==> config.mk <==
export PLATFORM = sky130hd
export DESIGN_NAME = serial_core
export DESIGN_NICKNAME = d
export VERILOG_FILES = /design/src/logic/serial_pkg.sv /design/src/logic/serial_baud_tick.sv /design/src/logic/serial_core.sv
export SDC_FILE = /design/constraint.sdc
export NUM_CORES = 1
export LEC_CHECK = 0
export ABC_AREA = 1
export BUFFER_PORTS_ARGS = -buffer_cell sky130_fd_sc_hd__buf_2
export CAP_MARGIN = 20
export CORE_AREA = 8 8 101 103
export DETAILED_ROUTE_END_ITERATION = 10
export DIE_AREA = 0 0 109 111
export GPL_ROUTABILITY_DRIVEN = 1
export PLACE_DENSITY = 0.8
export SYNTH_ARGS = -nofsm -noshare
export SYNTH_HDL_FRONTEND = slang
export SYNTH_SLANG_ARGS = --single-unit
==> constraint.sdc <==
create_clock -name CLOCK -period 2.5 [get_ports CLOCK]
set_input_delay 0.5 -clock CLOCK [delete_from_list [all_inputs] [get_ports CLOCK]]
set_output_delay 0.5 -clock CLOCK [all_outputs]
set_load 0.05 [all_outputs]
==> src/logic/serial_pkg.sv <==
// Shared constants for the serial transceiver: register offsets, field positions, reset values.
// Assumes an 8-bit register port with byte offsets as listed here.
package serial_pkg;
  localparam logic [7:0] OFF_DATA = 8'h0C;
  localparam logic [7:0] OFF_STATUS = 8'h0B;
  localparam logic [7:0] OFF_CONTROL = 8'h0A;
  localparam logic [7:0] OFF_BAUD = 8'h09;
  localparam int ST_RX_DONE = 7;
  localparam int ST_TX_DONE = 6;
  localparam int ST_TX_EMPTY = 5;
  localparam int ST_FRAMING = 4;
  localparam int ST_OVERRUN = 3;
  localparam int CT_RX_IRQ = 7;
  localparam int CT_TX_IRQ = 6;
  localparam int CT_EMPTY_IRQ = 5;
  localparam int CT_RX_EN = 4;
  localparam int CT_TX_EN = 3;
  localparam int CT_NINE = 2;
  localparam int CT_RX_NINTH = 1;
  localparam int CT_TX_NINTH = 0;
  localparam logic [7:0] CONTROL_RESET = 8'h00;
  localparam logic [7:0] BAUD_RESET = 8'h00;
  localparam logic [3:0] OVERSAMPLE_LAST = 4'hF;
  localparam logic [3:0] VOTE_A = 4'h7;
  localparam logic [3:0] VOTE_B = 4'h8;
  localparam logic [3:0] VOTE_C = 4'h9;
endpackage : serial_pkg

==> src/logic/serial_baud_tick.sv <==
// Baud divider producing one tick per sixteenth of a bit.
// Assumes the divisor comes from a register on the same clock.
`timescale 1ns/1ns
`default_nettype none
module serial_baud_tick (
  // Clock and reset.
  input wire logic clock,
  input wire logic srst,
  // Divisor and tick.
  input wire logic [7:0] divisor,
  output logic tick
);
  logic [7:0] count;

  // A tick every divisor+1 clocks gives bit rate = clock / (16 * (divisor + 1)).
  always_ff @(posedge clock) begin
    if (srst) begin
      count <= 8'h00;
      tick <= 1'b0;
    end else if (count >= divisor) begin
      count <= 8'h00;
      tick <= 1'b1;
    end else begin
      count <= count + 8'h01;
      tick <= 1'b0;
    end
  end

  AST_TICK_SPACING: assert property (@(posedge clock) disable iff (srst)
    tick && divisor == 8'h01 && $stable(divisor) |=> !tick ##1 tick)
    else $error("baud tick spacing wrong");
endmodule // serial_baud_tick
`default_nettype wire

==> src/logic/serial_core.sv <==
// Serial transceiver: register port, receiver with majority vote, transmitter, three interrupt requests.
// Assumes RXD is asynchronous and a global interrupt enable and vector acknowledge come from the core.
// How it works
// - stop bit zero sets, one clears framing
// - character arriving over unread data is lost, raises overrun
// - overrun visible after data register read
// - successful transfer clears overrun
// - status bits 2..0 read zero
// - receive done raises request when enabled
// - transmit done raises request when enabled
// - buffer empty raises request when enabled
// - receiver disabled blocks three flags setting
// - disabling receiver keeps set flags
// - transmitter drains both characters before stopping
// - nine-bit mode carries nine data bits
// - control bit 1 holds received ninth
// - control bit 0 supplies transmitted ninth
// - bit rate clock over 16(divisor+1)
// - eight-bit readable writable divisor register
// - sixteen samples, vote 8-10, reject start
// - receive done set on transfer, read clears
// - buffer empty set at load, write clears
// - transmit done after stop bit only while receiver enabled, cleared
//
// Strobed register access was decided locally.
`timescale 1ns/1ns
`default_nettype none
module serial_core (
  // Clock and reset.
  input wire logic CLOCK,
  input wire logic SRST,
  // Register port.
  input wire logic [7:0] ADDR,
  input wire logic [7:0] WDATA,
  input wire logic WR,
  input wire logic RD,
  output logic [7:0] RDATA,
  // Interrupt system.
  input wire logic GLOBAL_IRQ_EN,
  input wire logic TX_DONE_ACK,
  output logic RX_DONE_IRQ,
  output logic TX_DONE_IRQ,
  output logic TX_EMPTY_IRQ,
  // Serial line.
  input wire logic RXD,
  output logic TXD,
  output logic TXD_OE
);
  import serial_pkg::*;

  typedef enum logic [2:0] {RX_IDLE = 3'b001, RX_START = 3'b010, RX_BITS = 3'b100} rx_state_e;
  typedef enum logic [2:0] {TX_IDLE = 3'b001, TX_SHIFT = 3'b010, TX_HOLD = 3'b100} tx_state_e;

  ////////////////////////////////////////////////////////////////////////////////
  // Registers and decode.
  logic [7:0] control;
  logic [7:0] baud;
  logic [7:0] rx_data;
  logic [8:0] tx_buffer;
  logic rx_done, tx_done, tx_empty, framing, overrun, overrun_pending;
  logic tick;

  wire wr_data = WR && ADDR == OFF_DATA;
  wire wr_status = WR && ADDR == OFF_STATUS;
  wire wr_control = WR && ADDR == OFF_CONTROL;
  wire wr_baud = WR && ADDR == OFF_BAUD;
  wire rd_data = RD && ADDR == OFF_DATA;
  wire nine = control[CT_NINE];
  wire rx_en = control[CT_RX_EN];
  wire tx_en = control[CT_TX_EN];
  wire [7:0] status_view = {rx_done, tx_done, tx_empty, framing, overrun, 3'b000};
  // The transmit ninth bit is write-only, so it reads back as zero.
  wire [7:0] control_view = {control[7:1], 1'b0};
  wire [7:0] read_mux = (ADDR == OFF_DATA) ? rx_data :
                        (ADDR == OFF_STATUS) ? status_view :
                        (ADDR == OFF_CONTROL) ? control_view :
                        (ADDR == OFF_BAUD) ? baud : 8'h00;

  serial_baud_tick u_baud (
    .clock(CLOCK),
    .srst(SRST),
    .divisor(baud),
    .tick(tick)
  );

  always_ff @(posedge CLOCK) begin
    if (SRST) begin
      RDATA <= 8'h00;
    end else begin
      RDATA <= RD ? read_mux : 8'h00;
    end
  end

  always_ff @(posedge CLOCK) begin
    if (SRST) begin
      baud <= BAUD_RESET;
    end else if (wr_baud) begin
      baud <= WDATA;
    end
  end

  ////////////////////////////////////////////////////////////////////////////////
  // Receiver.
  logic rxd_meta, rxd_sync;
  rx_state_e rx_state;
  logic [3:0] rx_phase;
  logic [3:0] rx_count;
  logic [9:0] rx_shift;
  logic [2:0] votes;
  logic rx_load, rx_load_stop, rx_load_ninth;

  always_ff @(posedge CLOCK) begin
    if (SRST) begin
      rxd_meta <= 1'b1;
      rxd_sync <= 1'b1;
    end else begin
      rxd_meta <= RXD;
      rxd_sync <= rxd_meta;
    end
  end

  wire vote = (votes[0] & votes[1]) | (votes[0] & votes[2]) | (votes[1] & votes[2]);
  wire bit_end = tick && rx_phase == OVERSAMPLE_LAST;
  wire [3:0] rx_bits_total = nine ? 4'd10 : 4'd9;
  wire [9:0] rx_shift_next = {vote, rx_shift[9:1]};

  always_ff @(posedge CLOCK) begin
    if (SRST || !rx_en) begin
      rx_state <= RX_IDLE;
      rx_phase <= 4'h0;
      rx_count <= 4'h0;
      rx_shift <= 10'h000;
      votes <= 3'b000;
      rx_load <= 1'b0;
      rx_load_stop <= 1'b0;
      rx_load_ninth <= 1'b0;
    end else begin
      rx_load <= 1'b0;
      if (tick && (rx_phase == VOTE_A || rx_phase == VOTE_B || rx_phase == VOTE_C)) begin
        votes <= {rxd_sync, votes[2:1]};
      end
      if (tick && rx_state != RX_IDLE) begin
        rx_phase <= rx_phase + 4'h1;
      end
      unique case (rx_state)
        RX_IDLE: begin
          rx_phase <= 4'h1;
          if (tick && !rxd_sync) begin
            rx_state <= RX_START;
          end
        end
        RX_START: begin
          if (bit_end) begin
            rx_state <= vote ? RX_IDLE : RX_BITS;
            rx_count <= 4'h0;
          end
        end
        RX_BITS: begin
          if (bit_end) begin
            rx_count <= rx_count + 4'h1;
            if (rx_count == rx_bits_total - 4'd1) begin
              rx_state <= RX_IDLE;
              rx_load <= 1'b1;
              rx_load_stop <= vote;
              rx_load_ninth <= nine ? rx_shift[9] : 1'b0;
              rx_shift <= nine ? rx_shift : {1'b0, rx_shift[9:1]};
            end else begin
              rx_shift <= rx_shift_next;
            end
          end
        end
      endcase
    end
  end

  // The shifter right-aligns data bits; eight-bit frames take one extra shift.
  wire [7:0] rx_byte = nine ? rx_shift[8:1] : rx_shift[8:1];
  // Loads are gated by the receiver enable: a frame finishing on the edge that
  // disables the receiver must not set a flag afterwards.
  wire rx_take = rx_load && rx_en && (!rx_done || rd_data);
  wire rx_lost = rx_load && rx_en && rx_done && !rd_data;

  // The receiver enable reaches this block only through the load gating, so disabling it keeps the flags.
  always_ff @(posedge CLOCK) begin
    if (SRST) begin
      rx_data <= 8'h00;
      rx_done <= 1'b0;
      framing <= 1'b0;
      overrun <= 1'b0;
      overrun_pending <= 1'b0;
    end else begin
      if (rx_take) begin
        rx_data <= rx_byte;
        rx_done <= 1'b1;
        framing <= !rx_load_stop;
        overrun <= 1'b0;
        overrun_pending <= 1'b0;
      end else if (rx_lost) begin
        // Lost character: flag waits until the held character is read.
        overrun_pending <= 1'b1;
      end else if (rd_data) begin
        rx_done <= 1'b0;
        overrun <= overrun_pending;
        overrun_pending <= 1'b0;
      end
    end
  end

  ////////////////////////////////////////////////////////////////////////////////
  // Control register and receive ninth bit.
  always_ff @(posedge CLOCK) begin
    if (SRST) begin
      control <= CONTROL_RESET;
    end else begin
      if (wr_control) begin
        control[7:2] <= WDATA[7:2];
        control[CT_TX_NINTH] <= WDATA[CT_TX_NINTH];
      end
      if (rx_take) begin
        control[CT_RX_NINTH] <= rx_load_ninth;
      end
    end
  end

  ////////////////////////////////////////////////////////////////////////////////
  // Transmitter.
  tx_state_e tx_state;
  logic [10:0] tx_shift;
  logic [3:0] tx_bits;
  logic [3:0] tx_phase;

  wire tx_bit_end = tick && tx_phase == OVERSAMPLE_LAST;
  wire tx_start = !tx_empty && (tx_en || tx_state != TX_IDLE);
  wire tx_frame_done = tx_state == TX_SHIFT && tx_bit_end && tx_bits == 4'd1;

  always_ff @(posedge CLOCK) begin
    if (SRST) begin
      tx_state <= TX_IDLE;
      tx_shift <= 11'h7FF;
      tx_bits <= 4'h0;
      tx_phase <= 4'h0;
      TXD <= 1'b1;
      TXD_OE <= 1'b0;
      tx_done <= 1'b0;
      tx_empty <= 1'b1;
    end else begin
      if (tick) begin
        tx_phase <= tx_phase + 4'h1;
      end
      if (wr_data) begin
        tx_buffer <= {control[CT_TX_NINTH], WDATA};
        tx_empty <= 1'b0;
      end
      // The clear comes first so that a completion on the same edge wins and is never lost.
      if ((wr_status && WDATA[ST_TX_DONE]) || TX_DONE_ACK) begin
        tx_done <= 1'b0;
      end
      unique case (tx_state)
        TX_IDLE, TX_HOLD: begin
          if (tx_start && !wr_data) begin
            // Stop bit high, optional ninth, data LSB first, start bit low.
            tx_shift <= nine ? {1'b1, tx_buffer, 1'b0} : {2'b11, tx_buffer[7:0], 1'b0};
            tx_bits <= nine ? 4'd11 : 4'd10;
            tx_empty <= 1'b1;
            tx_state <= TX_SHIFT;
            tx_phase <= 4'h0;
          end else if (tx_state == TX_HOLD && tx_bit_end) begin
            tx_state <= TX_IDLE;
            tx_done <= rx_en ? 1'b1 : tx_done;
          end
        end
        TX_SHIFT: begin
          if (tx_bit_end) begin
            TXD <= tx_shift[0];
            tx_shift <= {1'b1, tx_shift[10:1]};
            tx_bits <= tx_bits - 4'h1;
            if (tx_frame_done) begin
              tx_state <= TX_HOLD;
            end
          end
        end
        default: tx_state <= TX_IDLE;
      endcase
      TXD_OE <= tx_en || tx_state != TX_IDLE;
    end
  end

  ////////////////////////////////////////////////////////////////////////////////
  // Interrupt requests.
  always_ff @(posedge CLOCK) begin
    if (SRST) begin
      RX_DONE_IRQ <= 1'b0;
      TX_DONE_IRQ <= 1'b0;
      TX_EMPTY_IRQ <= 1'b0;
    end else begin
      RX_DONE_IRQ <= GLOBAL_IRQ_EN && control[CT_RX_IRQ] && rx_done;
      TX_DONE_IRQ <= GLOBAL_IRQ_EN && control[CT_TX_IRQ] && tx_done;
      TX_EMPTY_IRQ <= GLOBAL_IRQ_EN && control[CT_EMPTY_IRQ] && tx_empty;
    end
  end

  ////////////////////////////////////////////////////////////////////////////////
  // Checks.
  AST_STATUS_LOW: assert property (@(posedge CLOCK) disable iff (SRST) RD && ADDR == OFF_STATUS |=> RDATA[2:0] == 3'b000)
    else $error("status low bits not zero");
  AST_RX_IRQ: assert property (@(posedge CLOCK) disable iff (SRST)
    GLOBAL_IRQ_EN && control[CT_RX_IRQ] && rx_done |=> RX_DONE_IRQ)
    else $error("receive request missing");
  AST_TX_IRQ: assert property (@(posedge CLOCK) disable iff (SRST)
    $rose(TX_DONE_IRQ) |-> $past(tx_done) && $past(control[CT_TX_IRQ]))
    else $error("transmit request without cause");
  AST_EMPTY_IRQ: assert property (@(posedge CLOCK) disable iff (SRST)
    GLOBAL_IRQ_EN && control[CT_EMPTY_IRQ] && tx_empty |=> TX_EMPTY_IRQ)
    else $error("empty request missing");
  AST_RX_DIS: assert property (@(posedge CLOCK) disable iff (SRST) !rx_en && !framing |=> !framing)
    else $error("framing set while disabled");
  AST_RX_KEEP: assert property (@(posedge CLOCK) disable iff (SRST)
    $fell(rx_en) && !rd_data |=> framing == $past(framing) && overrun == $past(overrun))
    else $error("receive flags changed on disable");
  AST_EMPTY_CLR: assert property (@(posedge CLOCK) disable iff (SRST) wr_data |=> !tx_empty)
    else $error("buffer empty not cleared");
  AST_RD_CLR: assert property (@(posedge CLOCK) disable iff (SRST) rd_data && !rx_load |=> !rx_done)
    else $error("receive done not cleared");
  AST_IDLE_HIGH: assert property (@(posedge CLOCK) disable iff (SRST) tx_state == TX_IDLE |=> TXD)
    else $error("line not idle high");
  AST_BAUD_RW: assert property (@(posedge CLOCK) disable iff (SRST)
    wr_baud ##1 !wr_baud ##1 (RD && ADDR == OFF_BAUD) |=> RDATA == $past(WDATA, 3))
    else $error("divisor readback wrong");
  AST_OVR_CLR: assert property (@(posedge CLOCK) disable iff (SRST) rx_take |=> !overrun)
    else $error("overrun not cleared by transfer");
  AST_FRAMING: assert property (@(posedge CLOCK) disable iff (SRST)
    rx_take |=> framing == !$past(rx_load_stop))
    else $error("framing flag does not follow stop bit");
  AST_NINTH: assert property (@(posedge CLOCK) disable iff (SRST)
    rx_take && nine |=> control[CT_RX_NINTH] == $past(rx_load_ninth))
    else $error("received ninth bit not stored");
  AST_TX_DRAIN: assert property (@(posedge CLOCK) disable iff (SRST)
    tx_state == TX_HOLD && !tx_empty && !wr_data |=> tx_state == TX_SHIFT)
    else $error("transmitter stopped before buffer drained");
  COV_RX: cover property (@(posedge CLOCK) rx_load);
  COV_NINE: cover property (@(posedge CLOCK) rx_take && nine);
  COV_OVR: cover property (@(posedge CLOCK) $rose(overrun));
  COV_TXDONE: cover property (@(posedge CLOCK) $rose(tx_done));
endmodule // serial_core
`default_nettype wire

==> summary.md, run 1 <==
| Metric | Value |
|---|---|
| Syn nets | `just under 700` |
| DRT Wirelength | `10700 um` |
| Vias in the first global route | `4056` |
| Status | `complete, no violations` |
| Ranking of synthesized cells by area | `dfxtp_1 40%, nand2_1 7.9%, nor2_1 5.9%, inv_1 5.4%, edfxtp_1 5.3%` |
| Main synth FF type | `dfxtp_1` |
| CTS Buf Count | `9` |
| Period utilization | `between 70% and 80%` |
| HP Class | `in -> reg` |
| Count leader, synth | `nand2_1` |
| Max-Cap Viols | `0` |
| GRT Total Usage | `a little under a fifth` |
| Final max-slew violation count | `0` |
| PostCTS Resize Cnt | `0` |
| Fin cells | `between 700 and 800` |
| CTS tree | `built` |
| Violation count after the first detailed-route iteration | `247` |
| EDFF count, synth | `9` |
| Mapped cell area | `0.00506 mm2` |
| Critical path start-end classification | `reg -> reg` |
| Ports | `36` |
| Clock Sinks | `110` |
| Tightest Pin Transition | `roughly 600 ps` |
| Site row count | `34` |
| Worst-path maximum fanout | `17` |
| Cell variety after synth | `50` |
| Inst Count DP | `772` |
| Initial antenna violation count | `0` |
| Hold_buf cts | `0` |
| Gpl congestion | `about 0.90` |
| FILL cells | `689` |
| DRC Markers | `0` |
| Peak VDD IR | `~300 uV` |
| Clk buf depth | `2` |
| First-pass GRT wire length | `between 15000 and 20000 um` |
| Initial core utilization | `approximately three fifths` |
| RSZ-0062 raised after global routing | `no` |
| Drt first pass iters | `4` |
| DRT antenna net count | `0` |
| Root Buffer Master | `clkbuf_8` |
| P&R area growth vs syn | `7.61%` |
| Yosys top cell area share | `39.9%` |
| Share of cells above drive strength 1 | `~17%` |
| Setup Viol. Count Final | `0` |
| Post-route setup TNS | `0 ps` |
| Worst-Skew Late Latency | `~370 ps` |
| H-tree depth | `3` |
| Leakage | `2.34 nW` |
| Chip Width | `between 100 and 150 um` |
| Vias | `approximately 4200` |
| Largest net degree at the start of global routing | `24` |
| Setup crit end kind | `register` |
| Final Skew | `around 15 ps` |
| Top cells by count, synth | `107 x nand2_1, 101 x dfxtp_1, 79 x nor2_1` |
| Sequential cell area | `between 0.002 and 0.0025 mm2` |
| Startpoint class of the critical path | `register` |
| Antenna diodes | `0` |
| Synth warnings | `0` |
| WHS | `a little over 300 ps` |
| Synth Register Bits | `110` |
| Setup ws final | `722 ps` |
| Final hold violation count | `0` |
| Register area share after synthesis | `about 45%` |
| Total grt overflow | `0` |
| Cells after synthesis | `approximately 640` |
| Slew HR | `between 50% and 60%` |
| Crit path time final | `1780 ps` |
| Core Region | `between 0.008 and 0.009 mm2` |
| Die Area | `~0.012 mm2` |
| Dpl ws | `609 ps` |
| Syn Area/Cell | `a little under 8 um2` |
| # port buffers | `35` |
| Chip height | `111 um` |
| DPL Wire Length | `slightly above 8000 um` |
| Multi-input logic area | `about 0.0023 mm2` |
| CP required | `2740 ps` |
| WP data arrival | `~2000 ps` |
| Power after layout | `around 2.9 mW` |
| Clock slew at reported path FFs | `roughly 90 ps` |
| Via/cell ratio | `~5.3` |
| Post-synth top area cell | `dfxtp_1` |
| Max Clk Rate | `about 560 MHz` |
| Post-layout net count | `a little over 700` |
| Ys async rst share | `0%` |
| Post-CTS Setup Bufs | `0` |
| Wire per inst | `13.6 um` |
| Pwr dens | `between 500 and 600 mW/mm2` |
==> routing by layer <==
metal / GRT usage [%] / routed length, um / vias to the layer above
li1: - / - / 2140
met1: 23.0 / 4940 / 1910
met2: 29.9 / 4950 / 114
met3: 4.42 / 519 / 21
met4: 7.40 / 286 / 0
met5: 0 / 0 / -
==> report_power, final <==
group          internal, mW  leakage [nW]  switching, mW  total (mW)
sequential             1.78         0.899         0.0102        1.79
combinational        0.0408          1.36         0.0822       0.123
clock                 0.360        0.0878          0.580       0.940
total                  2.18          2.34          0.672        2.86
==> placed cells by master, fill, tap and decap left out, types with 2 or more instances in the layout <==
cell / count
nor3_1: 9
o211ai_1: 3
xnor2_1: 3
xor2_1: 8
clkinv_2: 4
inv_1: 73
nand4_1: 5
clkinv_4: 2
o21ai_1: 4
nand3_2: 11
buf_2: 35
o21ai_0: 43
or2_2: 3
buf_4: 3
nand2_1: 107
edfxtp_1: 9
clkinv_1: 2
clkbuf_8: 9
nand2_2: 16
nor2_2: 2
dfxtp_1: 101
ha_1: 16
a21oi_1: 43
inv_2: 10
nor2_1: 79
nand3b_1: 2
nor3b_1: 2
o21ai_2: 2
nand2_4: 5
nand3_1: 47
nor2_4: 4
o21bai_1: 2
==> path summary, 6_finish.rpt <==
| check | start | end | slack, ps | cells after the start |
|---|---|---|---|---|
| max | u_baud.tick | rx_shift[1] | 720 | 7 |
| min | RXD | rxd_meta | 310 | 2 |
| max reg2reg | u_baud.tick | rx_shift[1] | 720 | 7 |
| min reg2reg | rxd_meta | rxd_sync | 410 | 1 |
==> metrics by stage <==
| stage | utilization [%] | area (um2) |
|---|---|---|
| 6_report | 63.7 | 5450 |
| 5_1_grt | 63.7 | 5450 |
| 4_1_cts | 63.7 | 5450 |
| 3_5_place_dp | 61.8 | 5290 |
| 3_3_place_gp | 61.8 | 5290 |
| 2_1_floorplan | - | 5060 |
==> sequential cells by signal, indices dropped and copies added (netlist names), 3 cells and up <==
signal,flops
RDATA,8
baud,8
control,8
rx_count,4
rx_data,8
rx_phase,4
rx_shift,9
rx_state,3
tx_bits,4
tx_buffer,9
tx_phase,4
tx_shift,10
tx_state,3
u_baud.count,8
votes,3
==> layout make-up <==
type                       instances  share of cell area (%)
clock inverter                     6                   0.666
tap                              108                    2.48
inverter                          87                    6.15
sequential                       110                    42.1
timing repair buffer              38                    3.63
clock buffer                      10                    2.34
multi-input combinational        429                    42.7
==> critical path, cell delays in order (launching register included) <==
cell and delay, ps:
dfxtp_1 610, nand3_1 180, nor2_2 200, nand2_2 100, inv_2 80, o21ai_2 170, o21ai_0 240, a21oi_1 60
==> logic make-up (layout without fill, tap and decap cells) <==
| family | count (synthesis) | after routing | synth area share (%) |
|---|---|---|---|
| buf+inv | 102 | 141 | 8.82 |
| flops | 110 | 110 | 45.3 |
| simple gates | 299 | 299 | 29.1 |
| compound gates | 102 | 102 | 10.7 |
| xor+xnor | 11 | 11 | 1.90 |
| fa+ha+maj | 17 | 17 | 4.15 |
Power figures use the tool's default switching activity.
==> run 2: changes to the inputs <==
--- a/config.mk
+++ b/config.mk
@@ -5,14 +5,14 @@
 export SDC_FILE = /design/constraint.sdc
 export NUM_CORES = 1
 export LEC_CHECK = 0
-export ABC_AREA = 1
+export ABC_AREA = 0
 export BUFFER_PORTS_ARGS = -buffer_cell sky130_fd_sc_hd__buf_2
 export CAP_MARGIN = 20
-export CORE_AREA = 8 8 101 103
+export CORE_AREA = 8 8 100 102
 export DETAILED_ROUTE_END_ITERATION = 10
-export DIE_AREA = 0 0 109 111
+export DIE_AREA = 0 0 108 110
 export GPL_ROUTABILITY_DRIVEN = 1
-export PLACE_DENSITY = 0.8
+export PLACE_DENSITY = 0.79
 export SYNTH_ARGS = -nofsm -noshare
 export SYNTH_HDL_FRONTEND = slang
 export SYNTH_SLANG_ARGS = --single-unit
==> constraint.sdc (replaced) <==
create_clock -name CLOCK -period 1.8 [get_ports CLOCK]
set_input_delay 0.36 -clock CLOCK [delete_from_list [all_inputs] [get_ports CLOCK]]
set_output_delay 0.36 -clock CLOCK [all_outputs]
set_load 0.05 [all_outputs]
==> run 2 against run 1 <==
Net effect: synthesized cell count decreased by 17%; sequential power increased by 39%; die area decreased by 1.8%; largest cell class unchanged; worst hold slack got worse by 150 ps; register-to-register slack got worse by 650 ps; synthesized area shrank 4.0%; cell count is 11% lower; critical path type unchanged; count of clock-buffer cells in the layout unchanged.
==> summary.md, run 2 <==
| Metric | Value |
|---|---|
| Ranking of synthesized cells by area | `dfxtp_1 42%, mux2i_1 9.3%, nor2_1 7.6%, edfxtp_1 5.6%, ha_1 4.1%` |
| Cells after synthesis | `532 (-17%)` |
| Worst path cell trace | `nor4b_4 -> buf_4 -> nor2_1 -> and2_4 -> or3_1 -> a221oi_2` |
| Site row count | `34 (unchanged)` |
| Status | `complete, no violations` |
| Leakage | `2.26 nW (-3.3%)` |
| Max-Cap Viols | `0 (unchanged)` |
| Peak VDD IR | `425 uV (+42%)` |
| Initial core utilization | `57.4% (-1.8 points)` |
| P&R area growth vs syn | `14.6%` |
| Worst r2r dst | `tx_state[2]` |
| Dpl ws | `-211 ps (-820 ps)` |
| Via/cell ratio | `5.62 (+5.8%)` |
| Setup Viol. Count Final | `0 (unchanged)` |
| Tightest Pin Transition | `419 ps (-195 ps)` |
| Synth warnings | `0 (unchanged)` |
| Chip height | `110 um (-0.90%)` |
| Critical path start-end classification | `reg -> reg` |
| Pwr dens | `726 mW/mm2 (+38%)` |
| Yosys top cell area share | `41.6% (+1.7 points)` |
| Post-layout net count | `630 (-12%)` |
| Die Area | `0.0119 mm2 (-1.8%)` |
| Worst-path maximum fanout | `4 (-13)` |
| GRT Total Usage | `18.0% (-0.51 points)` |
| Max reg flops | `10 (unchanged)` |
| Inst Count DP | `685 (-11%)` |
| WP data arrival | `2020 ps (about the same)` |
| Final hold violation count | `0 (unchanged)` |
| Top Family by Delay on Critical Path | `simple AND/OR/NAND/NOR gates` |
| First-pass GRT wire length | `17200 um (-5.9%)` |
| Vias | `3955 (-5.5%)` |
| Post-place instance area | `0.00533 mm2 (+0.88%)` |
| Chip Width | `108 um (-0.92%)` |
| Clock Sinks | `110 (unchanged)` |
| Ys async rst share | `0% (unchanged)` |
| Violation count after the first detailed-route iteration | `219 (-11%)` |
| WHS | `162 ps (-149 ps)` |
| Setup ws final | `72.7 ps (-650 ps)` |
| Top cells by count, synth | `101 x dfxtp_1, 98 x nor2_1, 45 x mux2i_1` |
| DRT Wirelength | `10800 um (+0.85%)` |
| Drt first pass iters | `4 (unchanged)` |
| Setup crit end kind | `register` |
| Clk buf depth | `2 (unchanged)` |
| Hold_buf cts | `0 (unchanged)` |
| Core Util, Final | `65.8% (+2.1 points)` |
| Initial antenna violation count | `0 (unchanged)` |
| H-tree depth | `3 (unchanged)` |
| Post-synth top area cell | `dfxtp_1` |
| Main synth FF type | `dfxtp_1` |
| Most frequent cells in the layout | `98 x nor2_1, 96 x dfxtp_1, 45 x mux2i_1` |
| # port buffers | `35 (unchanged)` |
| Count leader, synth | `dfxtp_1` |
| Wire per inst | `15.3 um (+13%)` |
| R2R Path Start | `tx_state[1]` |
| Period utilization | `96.0% (+25 points)` |
| Crit path time final | `1730 ps (-50.2 ps)` |
| Origin of the worst setup path | `tx_state[1]` |
| FILL cells | `679 (-1.5%)` |
| HP Class | `in -> reg` |
| Biggest regs | `tx_shift (10), rx_shift (9), tx_buffer (9)` |
| Final max-slew violation count | `0 (unchanged)` |
| EDFF count, synth | `9 (unchanged)` |
| Flop-to-flop setup slack | `70 ps (-650 ps)` |
| Share of cells above drive strength 1 | `20.0% (+3.2 points)` |
| Worst-Skew Late Latency | `380 ps (about the same)` |
| Startpoint class of the critical path | `register` |
| CP required | `2100 ps (-640 ps)` |
| Core Region | `0.00847 mm2 (-1.0%)` |
| Synth Register Bits | `110 (unchanged)` |
| Max Clk Rate | `579 MHz (+2.9%)` |
| Syn Area/Cell | `9.14 um2 (+16%)` |
| CTS Buf Count | `9 (unchanged)` |
| Largest net degree at the start of global routing | `37 (+54%)` |
| Post-route setup TNS | `0 ps (unchanged)` |
| Slew HR | `71.8% (+13 points)` |
| Register area share after synthesis | `47.1% (+1.9 points)` |
| Fin cells | `704 (-11%)` |
| Gpl congestion | `0.942 (+5.2%)` |
| DRT antenna net count | `0 (unchanged)` |
| Max incr delay on CP | `360 ps (-250 ps)` |
| DRC Markers | `0 (unchanged)` |
| CTS tree | `built` |
| Syn nets | `571 (-16%)` |
| Antenna diodes | `0 (unchanged)` |
| CP Depth | `6 (-1)` |
| Power after layout | `4.04 mW (+42%)` |
| Ports | `36 (unchanged)` |
| Length in cells of the worst reg-to-reg path | `6 (-1)` |
| Final Skew | `10.8 ps (-3.99 ps)` |
| Vias in the first global route | `3743 (-7.7%)` |
| Root Buffer Master | `clkbuf_8` |
| Commonest non-fill, non-tap cell in the layout | `nor2_1` |
| Critical path buffers and inverters | `1 (unchanged)` |
| Clock slew at reported path FFs | `110 ps (+20 ps)` |
| Cell variety after synth | `62 (+24%)` |
| Worst setup path end | `tx_state[2]` |
| Mapped cell area | `0.00486 mm2 (-4.0%)` |
| Total grt overflow | `0 (unchanged)` |
| Reg with most FFs | `tx_shift` |
| Fin area | `0.00557 mm2 (+2.3%)` |
| DPL Wire Length | `7830 um (-2.6%)` |
| Critical path's slowest cell | `dfxtp_2` |
==> run 2: cell types whose count changed in the layout (fill, tap and decap cells not counted), sizes merged, moves of 6 or more <==
cell	change
clkinv	-6
a21oi	-16
inv	-65
o21ai	-32
and3	+6
a21o	+6
nor2	+13
buf	+37
mux2i	+45
nor2b	+9
nand3	-46
nand2	-86
==> run 2: cell type report <==
| class | instances | area (um2) | area share, % |
|---|---|---|---|
| clock inverter | 6 | 45.0 | 0.808 |
| clock buffer | 10 | 128 | 2.29 |
| multi-input combinational | 378 | 2410 | 43.3 |
| tap | 108 | 135 | 2.43 |
| sequential | 110 | 2300 | 41.3 |
| timing repair buffer | 75 | 492 | 8.83 |
| inverter | 17 | 63.8 | 1.15 |
==> run 2: worst min-delay path by stage <==
stage / cells after the start / to / slack (ps) / from
after detailed placement: 1 / rxd_sync / 410 / rxd_meta
after CTS: 2 / rxd_meta / 140 / RXD
after floorplan: 1 / rxd_sync / 390 / rxd_meta
final: 2 / rxd_meta / 160 / RXD
after global routing: 2 / rxd_meta / 160 / RXD
after global placement: 1 / rxd_sync / 390 / rxd_meta
==> run 2: cells by family (layout without fill, tap and decap cells) <==
group | count (synthesis) | in the layout | share of synthesized area (%)
flops | 110 | 110 | 47.1
mux | 46 | 46 | 9.50
compound gates | 77 | 77 | 10.1
buf+inv | 44 | 108 | 4.01
xor+xnor | 16 | 16 | 2.88
fa+ha+maj | 17 | 17 | 4.32
simple gates | 222 | 222 | 22.1
==> run 2: repair_timing <==
action                                  4_1_cts  5_1_grt
cloned                                        0        0
pin swaps                                     0        2
resized for setup                             1       12
endpoints found under the setup margin        4       31
buffers inserted                              0        3
==> run 2: where the power goes <==
part | total, mW | internal (mW) | switching (mW)
combinational | 0.184 | 0.0759 | 0.108
clock | 1.37 | 0.516 | 0.854
sequential | 2.49 | 2.48 | 0.0142
total | 4.04 | 3.07 | 0.976
==> run 2: per-layer routing <==
metal	GRT usage [%]	part of all wire (%)	up-vias
met4	8.52	2.3	0
li1	-	-	1953
met3	3.72	4.7	24
met1	22.2	45	1851
met2	29.7	48	127
met5	0	0	-
==> run 3: changes to the inputs <==
--- a/config.mk
+++ b/config.mk
@@ -8,9 +8,9 @@
 export ABC_AREA = 0
 export BUFFER_PORTS_ARGS = -buffer_cell sky130_fd_sc_hd__buf_2
 export CAP_MARGIN = 20
-export CORE_AREA = 8 8 100 102
+export CORE_AREA = 2 2 94 96
 export DETAILED_ROUTE_END_ITERATION = 10
-export DIE_AREA = 0 0 108 110
+export DIE_AREA = 0 0 96 98
 export GPL_ROUTABILITY_DRIVEN = 1
 export PLACE_DENSITY = 0.79
 export SYNTH_ARGS = -nofsm -noshare
==> run 3 against run 2 <==
Net effect: die area fell by 21%; global-route usage rose by 5.6 points; clock skew rose by 1.4 ps; highest routed layer unchanged; critical endpoint is now tx_shift[0].
==> summary.md, run 3 (synthesis results as in run 2) <==
| Metric | Value |
|---|---|
| Worst-path maximum fanout | `11 (+7)` |
| DRC Markers | `0 (unchanged)` |
| H-tree depth | `3 (unchanged)` |
| R2R Path Start | `tx_state[1]` |
| Worst-Skew Late Latency | `370 ps (about the same)` |
| Final Skew | `12.2 ps (+1.40 ps)` |
| P&R area growth vs syn | `14.4%` |
| Max-Cap Viols | `0 (unchanged)` |
| DRT antenna net count | `0 (unchanged)` |
| DPL Wire Length | `7640 um (-2.5%)` |
| DRT Wirelength | `10300 um (-4.7%)` |
| Die Area | `0.00941 mm2 (-21%)` |
| Core Region | `0.00847 mm2 (unchanged)` |
| Peak VDD IR | `400 uV (-5.9%)` |
| Antenna diodes | `0 (unchanged)` |
| Final max-slew violation count | `0 (unchanged)` |
| Share of cells above drive strength 1 | `18.7% (-1.3 points)` |
| Tightest Pin Transition | `432 ps (+13.7 ps)` |
| Pwr dens | `712 mW/mm2 (-1.9%)` |
| Critical path start-end classification | `reg -> reg` |
| Flop-to-flop setup slack | `60 ps (about the same)` |
| Site row count | `34 (unchanged)` |
| CTS tree | `built` |
| Worst setup path end | `tx_shift[0]` |
| Total grt overflow | `0 (unchanged)` |
| Worst r2r dst | `tx_shift[0]` |
| CP required | `2060 ps (-40 ps)` |
| Period utilization | `96.7% (+0.76 points)` |
| WP data arrival | `2010 ps (about the same)` |
| Startpoint class of the critical path | `register` |
| Gpl congestion | `0.889 (-5.7%)` |
| First-pass GRT wire length | `17600 um (+2.0%)` |
| Reg with most FFs | `tx_shift` |
| Power after layout | `3.96 mW (-2.1%)` |
| Wire per inst | `14.7 um (-4.4%)` |
| Largest net degree at the start of global routing | `36 (-2.7%)` |
| Violation count after the first detailed-route iteration | `163 (-26%)` |
| Length in cells of the worst reg-to-reg path | `5 (-1)` |
| Max Clk Rate | `574 MHz (-0.79%)` |
| Commonest non-fill, non-tap cell in the layout | `dfxtp_1` |
| Root Buffer Master | `clkbuf_8` |
| Ports | `36 (unchanged)` |
| Setup Viol. Count Final | `0 (unchanged)` |
| # port buffers | `35 (unchanged)` |
| Fin area | `0.00556 mm2 (-0.20%)` |
| Clock slew at reported path FFs | `100 ps (about the same)` |
| Vias in the first global route | `3809 (+1.8%)` |
| Final hold violation count | `0 (unchanged)` |
| Leakage | `2.26 nW (-0.34%)` |
| HP Class | `in -> reg` |
| Biggest regs | `tx_shift (10), rx_shift (9), tx_buffer (9)` |
| RSZ-0062 raised after global routing | `yes` |
| Initial antenna violation count | `0 (unchanged)` |
| Slew HR | `70.9% (-0.93 points)` |
| Vias | `3914 (-1.0%)` |
| Status | `complete, no violations` |
| Setup crit end kind | `register` |
| Chip Width | `96 um (-11%)` |
| Initial core utilization | `57.4% (unchanged)` |
| Crit path time final | `1740 ps (+13.8 ps)` |
| Clk buf depth | `2 (unchanged)` |
| GRT Total Usage | `23.6% (+5.6 points)` |
| CTS Buf Count | `9 (unchanged)` |
| Most frequent cells in the layout | `99 x dfxtp_1, 98 x nor2_1, 45 x mux2i_1` |
| Origin of the worst setup path | `tx_state[1]` |
| Post-place instance area | `0.00534 mm2 (+0.23%)` |
| Via/cell ratio | `5.58 (-0.75%)` |
| Chip height | `98 um (-11%)` |
| Max reg flops | `10 (unchanged)` |
| Clock Sinks | `110 (unchanged)` |
| Post-layout net count | `628 (-0.32%)` |
| Drt first pass iters | `5 (+1)` |
-- run 3: changes by cell type in the layout (fill, tap and decap cells not counted), sizes merged --
cell	before	now
clkbuf	10	13
clkinv	2	3
clkinvlp	1	0
buf	75	73
inv	20	17
-- run 3: layout make-up --
| cell class | count | area [um2] |
|---|---|---|
| fillers | 688 | 2910 |
| multi-input cells | 378 | 2420 |
| flip-flops and latches | 110 | 2290 |
| repair buffers | 73 | 485 |
| clock buffers | 13 | 139 |
| well taps | 108 | 135 |
| inverters | 17 | 63.8 |
| clock inverters | 3 | 22.5 |
-- run 3: timing repair --
action                     CTS  global route
buffers inserted             0             1
hold buffers                 0             0
setup endpoints to repair   11            25
pin swaps                    0             0
resized for setup            1             8
-- run 3: layer usage --
metal / share of wire, % / wire (um) / track usage (%) / vias up
met4: 2.0 / 206 / 9.01 / 0
met1: 46 / 4710 / 31.6 / 1858
met5: 0 / 0 / 0 / -
li1: - / - / - / 1948
met3: 4.2 / 432 / 5.71 / 18
met2: 48 / 4930 / 36.8 / 90
-- run 3: worst min-delay path by stage --
stage | from | endpoint | depth (start not counted)
6_report | RXD | rxd_meta | 2
5_1_grt | RXD | rxd_meta | 2
3_5_place_dp | rxd_meta | rxd_sync | 1
3_3_place_gp | rxd_meta | rxd_sync | 1
4_1_cts | RXD | rxd_meta | 2
2_1_floorplan | rxd_meta | rxd_sync | 1
-- run 3: metrics by stage --
stage	setup TNS, ps	hold slack [ps]	setup WS [ps]	util [%]	cells
6_report	0	172	59.0	65.7	702
5_1_grt	-62.8	167	-31.2	65.7	702
4_1_cts	0	153	39.9	65.1	701
3_5_place_dp	-3240	396	-200	63.1	685
3_3_place_gp	-2110	393	-141	63.1	685
2_1_floorplan	0	389	2.05	-	532
-- run 3: critical path: stages (launching register included) --
cell and delay (ps):
dfxtp_1 430, or3b_2 520, nor2_4 140, a21oi_1 90, buf_12 170, a221o_1 280
-- run 3: power by group --
part           total, mW  internal [mW]  switching [mW]
clock               1.29          0.510           0.779
combinational      0.181         0.0738           0.107
sequential          2.49           2.48          0.0141
total               3.96           3.06           0.900
